==> src/design/iss_consts.vh <==
// Constants for the instrument status summary block
`ifndef ISS_CONSTS_VH
`define ISS_CONSTS_VH

// Register widths
`define ISS_REG_W 16
`define ISS_SUB_W 2
`define ISS_SEL_W 4

// Register select codes on the command port
`define ISS_SEL_QUES_COND 4'h0
`define ISS_SEL_QUES_EVT 4'h1
`define ISS_SEL_QUES_ENA 4'h2
`define ISS_SEL_OPER_COND 4'h3
`define ISS_SEL_OPER_EVT 4'h4
`define ISS_SEL_OPER_ENA 4'h5
`define ISS_SEL_CLK_COND 4'h6
`define ISS_SEL_CLK_EVT 4'h7
`define ISS_SEL_CLK_ENA 4'h8
`define ISS_SEL_SYM_COND 4'h9
`define ISS_SEL_SYM_EVT 4'hA
`define ISS_SEL_SYM_ENA 4'hB
`define ISS_SEL_STB 4'hC

// Questionable register bit positions
`define ISS_Q_DATA_LOSS 0
`define ISS_Q_CLOCK_LOSS 5
`define ISS_Q_INPUT_GUARD 6
`define ISS_Q_DELAY_GUARD 7
`define ISS_Q_CAL_MISMATCH 8
`define ISS_Q_SYNC_LOSS 10
`define ISS_Q_SYMBOL 12
`define ISS_Q_MASK 16'h15E1

// Operation register bit positions
`define ISS_O_TEMP_HIGH 3
`define ISS_O_GATE_ON 4
`define ISS_O_GATE_ABORT 7
`define ISS_O_BIT_ERR 8
`define ISS_O_CENTERING 11
`define ISS_O_THR_ALIGN 12
`define ISS_O_AUTO_ALIGN 13
`define ISS_O_FAULT_CAPTURE 14
`define ISS_O_BLOCK_CHANGE 15
`define ISS_O_MASK 16'hF998

// Clock-loss and symbol-alignment sub-register bits
`define ISS_C_RECEIVER 0
`define ISS_C_GENERATOR 1
`define ISS_S_ALIGN_LOSS 0
`define ISS_S_ALIGN_DONE 1
`define ISS_SUB_MASK 2'h3

// Status byte summary bit positions
`define ISS_STB_QUES 3
`define ISS_STB_OPER 7

`endif

==> src/design/iss_reg_group.v <==
// Status register group: condition, transition latch, enable and summary
`timescale 1ns/10ps
`default_nettype none

module iss_reg_group #(
  parameter W = 16,
  parameter [W-1:0] MASK = {W{1'b1}}
) (
  input wire clk_sys, // System clock
  input wire nrst, // Asynchronous reset, active low
  input wire [W-1:0] cond_in, // Live condition levels
  input wire ena_wr, // Enable register write strobe
  input wire [W-1:0] ena_wdata, // Enable register write data
  input wire evt_clr, // Clear latched events on read
  output reg [W-1:0] cond, // Registered condition
  output reg [W-1:0] evt, // Latched rising transitions
  output reg [W-1:0] ena, // Summary enable mask
  output reg summary // OR of enabled latched events
);

  wire [W-1:0] rise;

  // Rising transitions of implemented bits only
  assign rise = cond_in & ~cond & MASK;

  // Condition capture, unused bits held at zero
  always @(posedge clk_sys or negedge nrst) begin
    if (!nrst) begin
      cond <= {W{1'b0}};
    end else begin
      cond <= cond_in & MASK;
    end
  end

  // Event latch, a new set wins over a read clear
  always @(posedge clk_sys or negedge nrst) begin
    if (!nrst) begin
      evt <= {W{1'b0}};
    end else if (evt_clr) begin
      evt <= rise;
    end else begin
      evt <= evt | rise;
    end
  end

  // Enable mask, unused bits ignore writes
  always @(posedge clk_sys or negedge nrst) begin
    if (!nrst) begin
      ena <= MASK;
    end else if (ena_wr) begin
      ena <= ena_wdata & MASK;
    end
  end

  // Summary follows one cycle after events or enables change
  always @(posedge clk_sys or negedge nrst) begin
    if (!nrst) begin
      summary <= 1'b0;
    end else begin
      summary <= |(evt & ena);
    end
  end

endmodule

`default_nettype wire

==> src/design/iss_status_summary.v <==
// Top of the instrument status summary block
`timescale 1ns/10ps
`default_nettype none
`include "iss_consts.vh"

module iss_status_summary #(
  parameter W = 16
) (
  // Clock and reset
  input wire clk_sys, // System clock, 100 MHz
  input wire nrst, // Asynchronous reset, active low
  // Questionable condition inputs
  input wire source_absent, // Data source off, missing or faulty
  input wire threshold_outside_eye, // Decision threshold outside eye
  input wire receiver_side_clock_loss, // Receiver has no clock input
  input wire generator_side_clock_loss, // Generator has no external clock
  input wire input_guard_trip, // Receiver data input protection tripped
  input wire delay_input_guard_trip, // Generator delay input protection tripped
  input wire calibration_mismatch, // Module serial differs from calibration
  input wire pattern_mismatch, // Expected pattern differs from data
  input wire ratio_over_sync_limit, // Error ratio above sync threshold
  input wire symbol_align_lost, // Ten-bit symbol alignment lost
  input wire symbol_align_done, // Ten-bit symbol alignment completed
  // Operation condition inputs
  input wire temperature_high, // A module runs above normal temperature
  input wire gate_running, // Accumulated gated measurement running
  input wire gate_aborted, // Accumulation period aborted, pulse
  input wire bit_error_seen, // Receiver saw a bit error, pulse
  input wire sampling_point_centering, // Clock to data centering running
  input wire threshold_align_running, // Threshold alignment running
  input wire auto_align_running, // Automatic alignment running
  input wire fault_position_capture, // Error position capture running
  input wire block_change, // Sequence passed to next block, pulse
  // Register command port
  input wire reg_rd, // Register read strobe
  input wire reg_wr, // Register write strobe
  input wire [`ISS_SEL_W-1:0] reg_sel, // Register select code
  input wire [W-1:0] reg_wdata, // Register write data
  output reg [W-1:0] reg_rdata, // Register read data
  output reg reg_ack, // Access answered, pulse
  output reg reg_err, // Access refused, pulse
  // Summary outputs
  output reg [7:0] status_byte, // Summary bits of the status byte
  output wire ques_summary, // Questionable register summary
  output wire oper_summary // Operation register summary
);

  // Questionable group wiring
  wire [W-1:0] ques_in;
  wire [W-1:0] ques_cond;
  wire [W-1:0] ques_evt;
  wire [W-1:0] ques_ena;
  // Operation group wiring
  wire [W-1:0] oper_in;
  wire [W-1:0] oper_cond;
  wire [W-1:0] oper_evt;
  wire [W-1:0] oper_ena;
  // Clock-loss sub-register wiring
  wire [`ISS_SUB_W-1:0] clk_in;
  wire [`ISS_SUB_W-1:0] clk_cond;
  wire [`ISS_SUB_W-1:0] clk_evt;
  wire [`ISS_SUB_W-1:0] clk_ena;
  // Symbol-alignment sub-register wiring
  wire [`ISS_SUB_W-1:0] sym_in;
  wire [`ISS_SUB_W-1:0] sym_cond;
  wire [`ISS_SUB_W-1:0] sym_evt;
  wire [`ISS_SUB_W-1:0] sym_ena;
  wire sym_summary;
  // Access decode
  wire rd_ok;
  wire wr_ok;
  reg [W-1:0] next_rdata;
  // Per-register strobes from the access decode
  wire ques_ena_wr;
  wire oper_ena_wr;
  wire clk_ena_wr;
  wire sym_ena_wr;
  wire ques_evt_rd;
  wire oper_evt_rd;
  wire clk_evt_rd;
  wire sym_evt_rd;

  // True when the select code names a mapped register
  function sel_mapped;
    input [`ISS_SEL_W-1:0] sel;
    begin
      sel_mapped = (sel <= `ISS_SEL_STB);
    end
  endfunction

  // True when the select code names a writable enable register
  function sel_writable;
    input [`ISS_SEL_W-1:0] sel;
    begin
      sel_writable = (sel == `ISS_SEL_QUES_ENA) || (sel == `ISS_SEL_OPER_ENA) ||
                     (sel == `ISS_SEL_CLK_ENA) || (sel == `ISS_SEL_SYM_ENA);
    end
  endfunction

  // Read takes priority when both strobes arrive together
  assign rd_ok = reg_rd && sel_mapped(reg_sel);
  // A write that loses to a read is dropped, not refused
  assign wr_ok = reg_wr && !reg_rd && sel_writable(reg_sel);

  // Enable writes, one strobe per group
  assign ques_ena_wr = wr_ok && (reg_sel == `ISS_SEL_QUES_ENA);
  assign oper_ena_wr = wr_ok && (reg_sel == `ISS_SEL_OPER_ENA);
  assign clk_ena_wr = wr_ok && (reg_sel == `ISS_SEL_CLK_ENA);
  assign sym_ena_wr = wr_ok && (reg_sel == `ISS_SEL_SYM_ENA);

  // Event reads clear the latched bits they return
  assign ques_evt_rd = rd_ok && (reg_sel == `ISS_SEL_QUES_EVT);
  assign oper_evt_rd = rd_ok && (reg_sel == `ISS_SEL_OPER_EVT);
  assign clk_evt_rd = rd_ok && (reg_sel == `ISS_SEL_CLK_EVT);
  assign sym_evt_rd = rd_ok && (reg_sel == `ISS_SEL_SYM_EVT);

  // Clock-loss causes, receiver low and generator high
  assign clk_in[`ISS_C_RECEIVER] = receiver_side_clock_loss;
  assign clk_in[`ISS_C_GENERATOR] = generator_side_clock_loss;

  // Symbol alignment outcomes, loss low and done high
  assign sym_in[`ISS_S_ALIGN_LOSS] = symbol_align_lost;
  assign sym_in[`ISS_S_ALIGN_DONE] = symbol_align_done;

  // Questionable conditions; unused bits stay zero
  assign ques_in[`ISS_Q_DATA_LOSS] = source_absent | threshold_outside_eye;
  assign ques_in[4:1] = 4'h0;
  assign ques_in[`ISS_Q_CLOCK_LOSS] = |clk_cond;
  assign ques_in[`ISS_Q_INPUT_GUARD] = input_guard_trip;
  assign ques_in[`ISS_Q_DELAY_GUARD] = delay_input_guard_trip;
  assign ques_in[`ISS_Q_CAL_MISMATCH] = calibration_mismatch;
  assign ques_in[9] = 1'b0;
  assign ques_in[`ISS_Q_SYNC_LOSS] = pattern_mismatch | ratio_over_sync_limit;
  // Bit 11 has no source in this block
  assign ques_in[11] = 1'b0;
  assign ques_in[`ISS_Q_SYMBOL] = sym_summary;
  assign ques_in[15:13] = 3'h0;

  // Operation conditions; unused bits stay zero
  assign oper_in[2:0] = 3'h0;
  assign oper_in[`ISS_O_TEMP_HIGH] = temperature_high;
  assign oper_in[`ISS_O_GATE_ON] = gate_running;
  assign oper_in[6:5] = 2'h0;
  assign oper_in[`ISS_O_GATE_ABORT] = gate_aborted;
  assign oper_in[`ISS_O_BIT_ERR] = bit_error_seen;
  assign oper_in[10:9] = 2'h0;
  assign oper_in[`ISS_O_CENTERING] = sampling_point_centering;
  assign oper_in[`ISS_O_THR_ALIGN] = threshold_align_running;
  assign oper_in[`ISS_O_AUTO_ALIGN] = auto_align_running;
  assign oper_in[`ISS_O_FAULT_CAPTURE] = fault_position_capture;
  assign oper_in[`ISS_O_BLOCK_CHANGE] = block_change;

  // Clock-loss sub-register group
  iss_reg_group #(
    .W(`ISS_SUB_W),
    .MASK(`ISS_SUB_MASK)
  ) u_clk (
    .clk_sys(clk_sys),
    .nrst(nrst),
    .cond_in(clk_in),
    .ena_wr(clk_ena_wr),
    .ena_wdata(reg_wdata[`ISS_SUB_W-1:0]),
    .evt_clr(clk_evt_rd),
    .cond(clk_cond),
    .evt(clk_evt),
    .ena(clk_ena),
    .summary()
  );

  // Symbol-alignment sub-register group
  iss_reg_group #(
    .W(`ISS_SUB_W),
    .MASK(`ISS_SUB_MASK)
  ) u_sym (
    .clk_sys(clk_sys),
    .nrst(nrst),
    .cond_in(sym_in),
    .ena_wr(sym_ena_wr),
    .ena_wdata(reg_wdata[`ISS_SUB_W-1:0]),
    .evt_clr(sym_evt_rd),
    .cond(sym_cond),
    .evt(sym_evt),
    .ena(sym_ena),
    .summary(sym_summary)
  );

  // Questionable register group
  iss_reg_group #(
    .W(W),
    .MASK(`ISS_Q_MASK)
  ) u_ques (
    .clk_sys(clk_sys),
    .nrst(nrst),
    .cond_in(ques_in),
    .ena_wr(ques_ena_wr),
    .ena_wdata(reg_wdata),
    .evt_clr(ques_evt_rd),
    .cond(ques_cond),
    .evt(ques_evt),
    .ena(ques_ena),
    .summary(ques_summary)
  );

  // Operation register group
  iss_reg_group #(
    .W(W),
    .MASK(`ISS_O_MASK)
  ) u_oper (
    .clk_sys(clk_sys),
    .nrst(nrst),
    .cond_in(oper_in),
    .ena_wr(oper_ena_wr),
    .ena_wdata(reg_wdata),
    .evt_clr(oper_evt_rd),
    .cond(oper_cond),
    .evt(oper_evt),
    .ena(oper_ena),
    .summary(oper_summary)
  );

  // Read data selection, values before any read clear
  always @* begin
    next_rdata = {W{1'b0}};
    case (reg_sel)
      `ISS_SEL_QUES_COND: next_rdata = ques_cond;
      `ISS_SEL_QUES_EVT: next_rdata = ques_evt;
      `ISS_SEL_QUES_ENA: next_rdata = ques_ena;
      `ISS_SEL_OPER_COND: next_rdata = oper_cond;
      `ISS_SEL_OPER_EVT: next_rdata = oper_evt;
      `ISS_SEL_OPER_ENA: next_rdata = oper_ena;
      `ISS_SEL_CLK_COND: next_rdata = {{(W-`ISS_SUB_W){1'b0}}, clk_cond};
      `ISS_SEL_CLK_EVT: next_rdata = {{(W-`ISS_SUB_W){1'b0}}, clk_evt};
      `ISS_SEL_CLK_ENA: next_rdata = {{(W-`ISS_SUB_W){1'b0}}, clk_ena};
      `ISS_SEL_SYM_COND: next_rdata = {{(W-`ISS_SUB_W){1'b0}}, sym_cond};
      `ISS_SEL_SYM_EVT: next_rdata = {{(W-`ISS_SUB_W){1'b0}}, sym_evt};
      `ISS_SEL_SYM_ENA: next_rdata = {{(W-`ISS_SUB_W){1'b0}}, sym_ena};
      `ISS_SEL_STB: next_rdata = {{(W-8){1'b0}}, status_byte};
      default: next_rdata = {W{1'b0}};
    endcase
  end

  // Read data register, held until the next read
  // A refused read loads zero, never stale data
  always @(posedge clk_sys or negedge nrst) begin
    if (!nrst) begin
      reg_rdata <= {W{1'b0}};
    end else if (rd_ok) begin
      reg_rdata <= next_rdata;
    end else if (reg_rd) begin
      reg_rdata <= {W{1'b0}};
    end
  end

  // Acknowledge, one cycle after an accepted strobe
  always @(posedge clk_sys or negedge nrst) begin
    if (!nrst) begin
      reg_ack <= 1'b0;
    end else begin
      reg_ack <= rd_ok | wr_ok;
    end
  end

  // Refusal, one cycle after a read of an unmapped select or a write to a non-enable select
  always @(posedge clk_sys or negedge nrst) begin
    if (!nrst) begin
      reg_err <= 1'b0;
    end else begin
      reg_err <= (reg_rd & ~rd_ok) | (reg_wr & ~reg_rd & ~wr_ok);
    end
  end

  // Status byte summary bits, owned bits only
  always @(posedge clk_sys or negedge nrst) begin
    if (!nrst) begin
      status_byte <= 8'h00;
    end else begin
      status_byte <= 8'h00;
      status_byte[`ISS_STB_QUES] <= ques_summary;
      status_byte[`ISS_STB_OPER] <= oper_summary;
    end
  end

endmodule

`default_nettype wire

==> config.mk <==
export PLATFORM = sky130hd
export DESIGN_NAME = iss_status_summary
export DESIGN_NICKNAME = d
export VERILOG_FILES = /design/src/design/iss_reg_group.v /design/src/design/iss_status_summary.v
export VERILOG_INCLUDE_DIRS = /design/src /design/src/design
export SDC_FILE = /design/constraint.sdc
export NUM_CORES = 1
export LEC_CHECK = 0
export ABC_CLOCK_PERIOD_IN_PS = 1250
export BUFFER_PORTS_ARGS = -buffer_cell sky130_fd_sc_hd__buf_2
export CORE_ASPECT_RATIO = 0.9
export CORE_MARGIN = 5
export CORE_UTILIZATION = 43
export CTS_CLUSTER_SIZE = 10
export DETAILED_ROUTE_END_ITERATION = 16
export GPL_ROUTABILITY_DRIVEN = 0
export GPL_TIMING_DRIVEN = 0
export PLACE_DENSITY_LB_ADDON = 0.15
export SYNTH_ARGS = -nofsm -noshare
export SYNTH_HDL_FRONTEND = slang
export SYNTH_HIERARCHICAL = 1
export SYNTH_SLANG_ARGS = --single-unit
==> constraint.sdc <==
create_clock -name clk_sys -period 1.25 [get_ports clk_sys]
set_input_delay 0.0625 -clock clk_sys [delete_from_list [all_inputs] [get_ports clk_sys]]
set_output_delay 0.0625 -clock clk_sys [all_outputs]
set_load 0.01 [all_outputs]
==> flow_metrics.tcl, run 1 <==
set metrics [dict create \
    status "complete, but fails checks" \
    violations "setup timing" \
    fp.dieW_microns 118 \
    clk_latency_ps 340 \
    min_path_type "input pin to flip-flop" \
    grt_max_degree 47 \
    finalHoldViolCount 0 \
    path_delay_family "compound AO/OA/AOI/OAI gates" \
    path_buf_inv 0 \
    p_sw_mw 1.95 \
    grt_pass1_vias 3695 \
    tns_ps -245 \
    netlist_area_sq_um 4540 \
    cts_sinks 83 \
    yosys_warnings 6 \
    worstPathCellList "mux2_4, a22o_1, o41ai_2, o311ai_1" \
    dp_hpwl_mm 8.52 \
    vias_per_cell 4.90 \
    crit_type "flip-flop to flip-flop" \
    gr-usage-all-layers_pct 19.9 \
    grt_pass1_wl_mm 19.7 \
    finClkSkew_ps 4.54 \
    slew_headroom_pct 64.6 \
    rows 35 \
    setup_slack_ps -107 \
    pwr-share-comb_pct 19.7 \
    h-tree-depth 3 \
    diodes 0 \
    final_nets 641 \
    seq_power_share_pct 45.7 \
    dieArea_sq_um 12700 \
    fin_crit_ps 1360 \
    required_ps 1450 \
    grt_setup_unrepaired "true" \
    post_synth.cell_area_avg_sq_um 10.6 \
    power.leakage_nw 2.98 \
    overflow 0 \
    coreArea_sq_um 10300 \
    tightest_slew_ps 531 \
    period_share_pct 109 \
    cts_root_buf "clkbuf_16" \
    peakVddDrop_mv 0.953 \
    io_pins 72 \
    synthToLayoutAreaGrowth_pct 33.0 \
    clockBufferDepth 2 \
    cpPeakStageDelay_ps 370 \
    netlist_instances 430 \
    drv_cap 0 \
    drt_pass1_iterations 4 \
    finalSetupViolations 3 \
    vias 3581 \
    p_int_mw 5.32 \
    critPathArrivalTime_ps 1560 \
    drive_above_1_share_pct 38.4 \
    numPortBuffers 63 \
    post_drt_wl_per_cell_microns 16.7 \
    cts_tree "built" \
    cp-start-kind "flip-flop" \
    antenna_found_initial 0 \
    p_total_mw 7.27 \
    clkSlewWorstSetupHoldPaths_ps 60 \
    drtAntennaViolNets 0 \
    drc 0 \
    cp_max_fo 2 \
    dr.first_iter.drc_count 241 \
    timing.fmax_mhz 737 \
    drt-total-wl_mm 12.2 \
    p_clk_share_pct 34.6 \
    dieHeight_microns 107 \
    end_kind "flip-flop" \
    power_switching_share_pct 26.8 \
    slew_violations 0 \
    slowest_stage "dfstp_2" \
    powerDensity_nw_per_um2 1200 \
    start_util_pct 44.1 \
    numCtsBuffers 9 \
]
-- path summary, 6_finish.rpt --
kind | startpoint | end | slack, ps | cells after the start
min in group asynchronous | nrst | u_oper/evt[13]$_DFF_PN0_ | 240 | 2
max in group asynchronous | nrst | u_sym/ena[1]$_DFFE_PN1P_ | 360 | 3
hold / removal | reg_wr | reg_ack$_DFF_PN0_ | 110 | 3
setup reg to reg | u_clk/ena[1]$_DFFE_PN1P_ | reg_rdata[1]$_DFFE_PN0P_ | -110 | 4
setup / recovery | u_clk/ena[1]$_DFFE_PN1P_ | reg_rdata[1]$_DFFE_PN0P_ | -110 | 4
hold reg to reg | u_sym/summary$_DFF_PN0_ | u_ques/cond[12]$_DFF_PN0_ | 380 | 0
-- metal layers --
layer,GRT usage (%),share of wire (%),routed length [microns],vias to the layer above
met1,26.9,45,5540,1726
met2,31.8,48,5820,105
met5,0,0,0,-
met4,5.00,1.3,164,0
li1,-,-,-,1739
met3,5.62,5.5,672,11
-- area by class of cell --
cell class	count	area [sq um]
buffer	76	568
clock buffer	13	260
clock inverter	3	22.5
fill	891	4260
inverter	59	221
multi-input combinational	263	1960
sequential	83	2100
tap	129	161
timing repair buffer	105	741
-- tightest hold or removal path, stage by stage --
cell      delay (ps)
buf_2            120
a21oi_1           70
o221ai_1         160
-- metrics by stage --
stage                     setup slack, ps  cells  util [%]  cell area [sq um]  hold WS, ps
after floorplan                      -117    481         -               4730         -233
after global placement               -545    673      50.6               5210          184
after detailed placement             -572    674      50.9               5240         68.5
after CTS                           -91.9    729      58.1               5980         99.6
after global routing                 -126    731      58.6               6030          127
final                                -107    731      58.6               6030          110
-- power by group through the flow --
stage / combinational, mW / clock [mW] / sequential [mW]
floorplan: 0.823 / 0 / 3.32
global placement: 1.23 / 0 / 3.36
detailed placement: 1.26 / 0 / 3.37
CTS: 1.40 / 2.58 / 3.32
global route: 1.57 / 2.70 / 3.37
finish: 1.43 / 2.51 / 3.32
-- placed cells by master, fill, tap and decap left out, types with 4 or more instances in the layout --
cell / n
buf_4: 66
o211a_1: 9
nand2_1: 16
dfstp_2: 20
nor2b_1: 5
buf_2: 67
nor4_1: 4
conb_1: 54
inv_1: 59
mux2_2: 22
nor2_1: 6
mux2_4: 10
dlygate4sd3_1: 35
dfrtp_1: 63
mux2i_1: 13
buf_6: 4
o22ai_1: 33
a22oi_1: 22
nand3b_1: 4
clkbuf_16: 9
a21oi_1: 5
nand2b_1: 6
-- sequential cells by signal (all words and copies together) (netlist names), 7 cells and up --
name,cells
reg_rdata,16
u_oper/cond,9
u_oper/ena,9
u_oper/evt,9
u_ques/cond,7
u_ques/ena,7
u_ques/evt,7
-- repair_timing --
item,4_1_cts,5_1_grt
resized for setup,18,15
endpoints found under the setup margin,47,45
hold endpoints to repair,82,0
buffers inserted,4,2
hold buffers,35,0
pin swaps,6,4
Note: power is estimated with default switching activity, not from simulation.
==> run 2: changes to the inputs <==
--- a/config.mk
+++ b/config.mk
@@ -8,7 +8,7 @@
 export LEC_CHECK = 0
 export ABC_CLOCK_PERIOD_IN_PS = 1250
 export BUFFER_PORTS_ARGS = -buffer_cell sky130_fd_sc_hd__buf_2
-export CORE_ASPECT_RATIO = 0.9
+export CORE_ASPECT_RATIO = 2
 export CORE_MARGIN = 5
 export CORE_UTILIZATION = 43
 export CTS_CLUSTER_SIZE = 10
==> flow_metrics.tcl, run 2 (synthesized netlist as in run 1, its figures left out) <==
set metrics [dict create \
    fp.dieW_microns 82.6 \
    post_dp_cell_area_sq_um 5240 \
    powerDensity_nw_per_um2 1250 \
    synthToLayoutAreaGrowth_pct 33.6 \
    fillers 937 \
    peakVddDrop_mv 0.818 \
    start_util_pct 43.6 \
    top_register "reg_rdata" \
    tns_ps -622 \
    grt_pass1_wl_mm 20.0 \
    setup_slack_ps -137 \
    coreArea_sq_um 10400 \
    drive_above_1_share_pct 38.7 \
    final_nets 641 \
    layout_commonest_cell "buf_4" \
    dp_slack_ps -602 \
    cts_sinks 83 \
    finalHoldViolCount 0 \
    dr.first_iter.drc_count 274 \
    cp_max_fo 3 \
    tightest_slew_ps 569 \
    finClkSkew_ps 6.21 \
    slew_headroom_pct 62.1 \
    cpPeakStageDelay_ps 470 \
    cp-start-kind "flip-flop" \
    vias_per_cell 4.93 \
    status "complete, but fails checks" \
    final-seq-area_sq_um 2100 \
    required_ps 1460 \
    drtAntennaViolNets 0 \
    h-tree-depth 3 \
    dieHeight_microns 155 \
    drt_pass1_iterations 5 \
    drc 0 \
    multiInputGateArea_sq_um 1950 \
    cts_tree "built" \
    vias 3649 \
    power.leakage_nw 3.00 \
    gr-usage-all-layers_pct 21.1 \
    finalSetupViolations 12 \
    drv_cap 0 \
    crit_type "flip-flop to flip-flop" \
    dp_hpwl_mm 9.32 \
    timing.fmax_mhz 721 \
    slowest_stage "mux4_2" \
    rows 53 \
    io_pins 72 \
    min_path_type "input pin to flip-flop" \
    period_share_pct 111 \
    worstPathCellList "mux4_2, a222oi_1, o22ai_1" \
    violations "setup timing" \
    final_cells 740 \
    overflow 0 \
    clockBufferDepth 2 \
    clk_latency_ps 340 \
    finalInstanceArea_sq_um 6060 \
    antenna_found_initial 0 \
    numPortBuffers 63 \
    post_drt_wl_per_cell_microns 17.2 \
    fin_crit_ps 1390 \
    largest_reg_flops 16 \
    slew_violations 0 \
    grt_max_degree 43 \
    dieArea_sq_um 12800 \
    layout_common_cells "buf_4 (68), buf_2 (67), dfrtp_1 (63), inv_1 (58), conb_1 (54)" \
    utilization_pct 58.3 \
    whs_path_depth 3 \
    place_inst 682 \
    drt-total-wl_mm 12.7 \
    clkSlewWorstSetupHoldPaths_ps 60 \
    ff2ff_path_depth 3 \
    critPathArrivalTime_ps 1600 \
    cts_root_buf "clkbuf_16" \
    grt_setup_unrepaired "true" \
    end_kind "flip-flop" \
    grt_pass1_vias 3818 \
    numCtsBuffers 9 \
]
==> run 2: per-layer routing <==
layer / track usage [%] / part of all wire [%] / wire length, microns
met1: 23.8 / 37 / 4720
met2: 37.3 / 55 / 7050
met3: 3.24 / 3.8 / 483
met4: 10.4 / 3.8 / 487
met5: 0 / 0 / 0
==> run 2: critical path: cells and delay by family (launching register included) <==
kind	cells	cell delay (ps)
multiplexers	1	470
flip-flops	1	400
AO/OA/AOI/OAI	2	400
==> run 2: report_power, final <==
part / leakage [nW] / switching, mW / internal [mW] / total, mW
Sequential: 0.910 / 0.238 / 3.09 / 3.33
Clock: 0.153 / 1.08 / 1.75 / 2.84
Combinational: 1.94 / 0.669 / 0.772 / 1.44
==> run 2: layout make-up <==
type | instances | share of cell area [%]
Buffer | 75 | 9.14
Multi-Input combinational cell | 263 | 32.2
Tap cell | 137 | 2.83
Clock inverter | 6 | 1.49
Antenna cell | 1 | 0.0413
Clock buffer | 10 | 3.78
Timing Repair Buffer | 106 | 12.2
Inverter | 59 | 3.65
Sequential cell | 83 | 34.7
==> run 2: final timing paths <==
| check | start | to | slack [ps] |
|---|---|---|---|
| worst min-delay path | reg_wr | reg_err$_DFF_PN0_ | 150 |
| worst min register to register | u_sym/summary$_DFF_PN0_ | u_ques/cond[12]$_DFF_PN0_ | 370 |
| worst max register to register | u_ques/evt[12]$_DFF_PN0_ | reg_rdata[12]$_DFFE_PN0P_ | -140 |
| min in group asynchronous | nrst | reg_ack$_DFF_PN0_ | 260 |
| max in group asynchronous | nrst | u_ques/ena[5]$_DFFE_PN1P_ | 320 |
| worst max-delay path | u_ques/evt[12]$_DFF_PN0_ | reg_rdata[12]$_DFFE_PN0P_ | -140 |
==> run 2: repair_timing <==
item                                    CTS  global route
gates resized for setup                  12            19
endpoints found under the setup margin   49            48
hold buffers                             35             0
pin swaps                                 7             4
hold endpoints to repair                 87             0
setup buffers                             5             2
==> run 2: stage by stage <==
step,hold slack (ps),total power [mW]
6_report,153,7.60
2_1_floorplan,-233,4.15
4_1_cts,143,7.64
3_5_place_dp,90.9,4.65
5_1_grt,163,7.95
3_3_place_gp,184,4.61
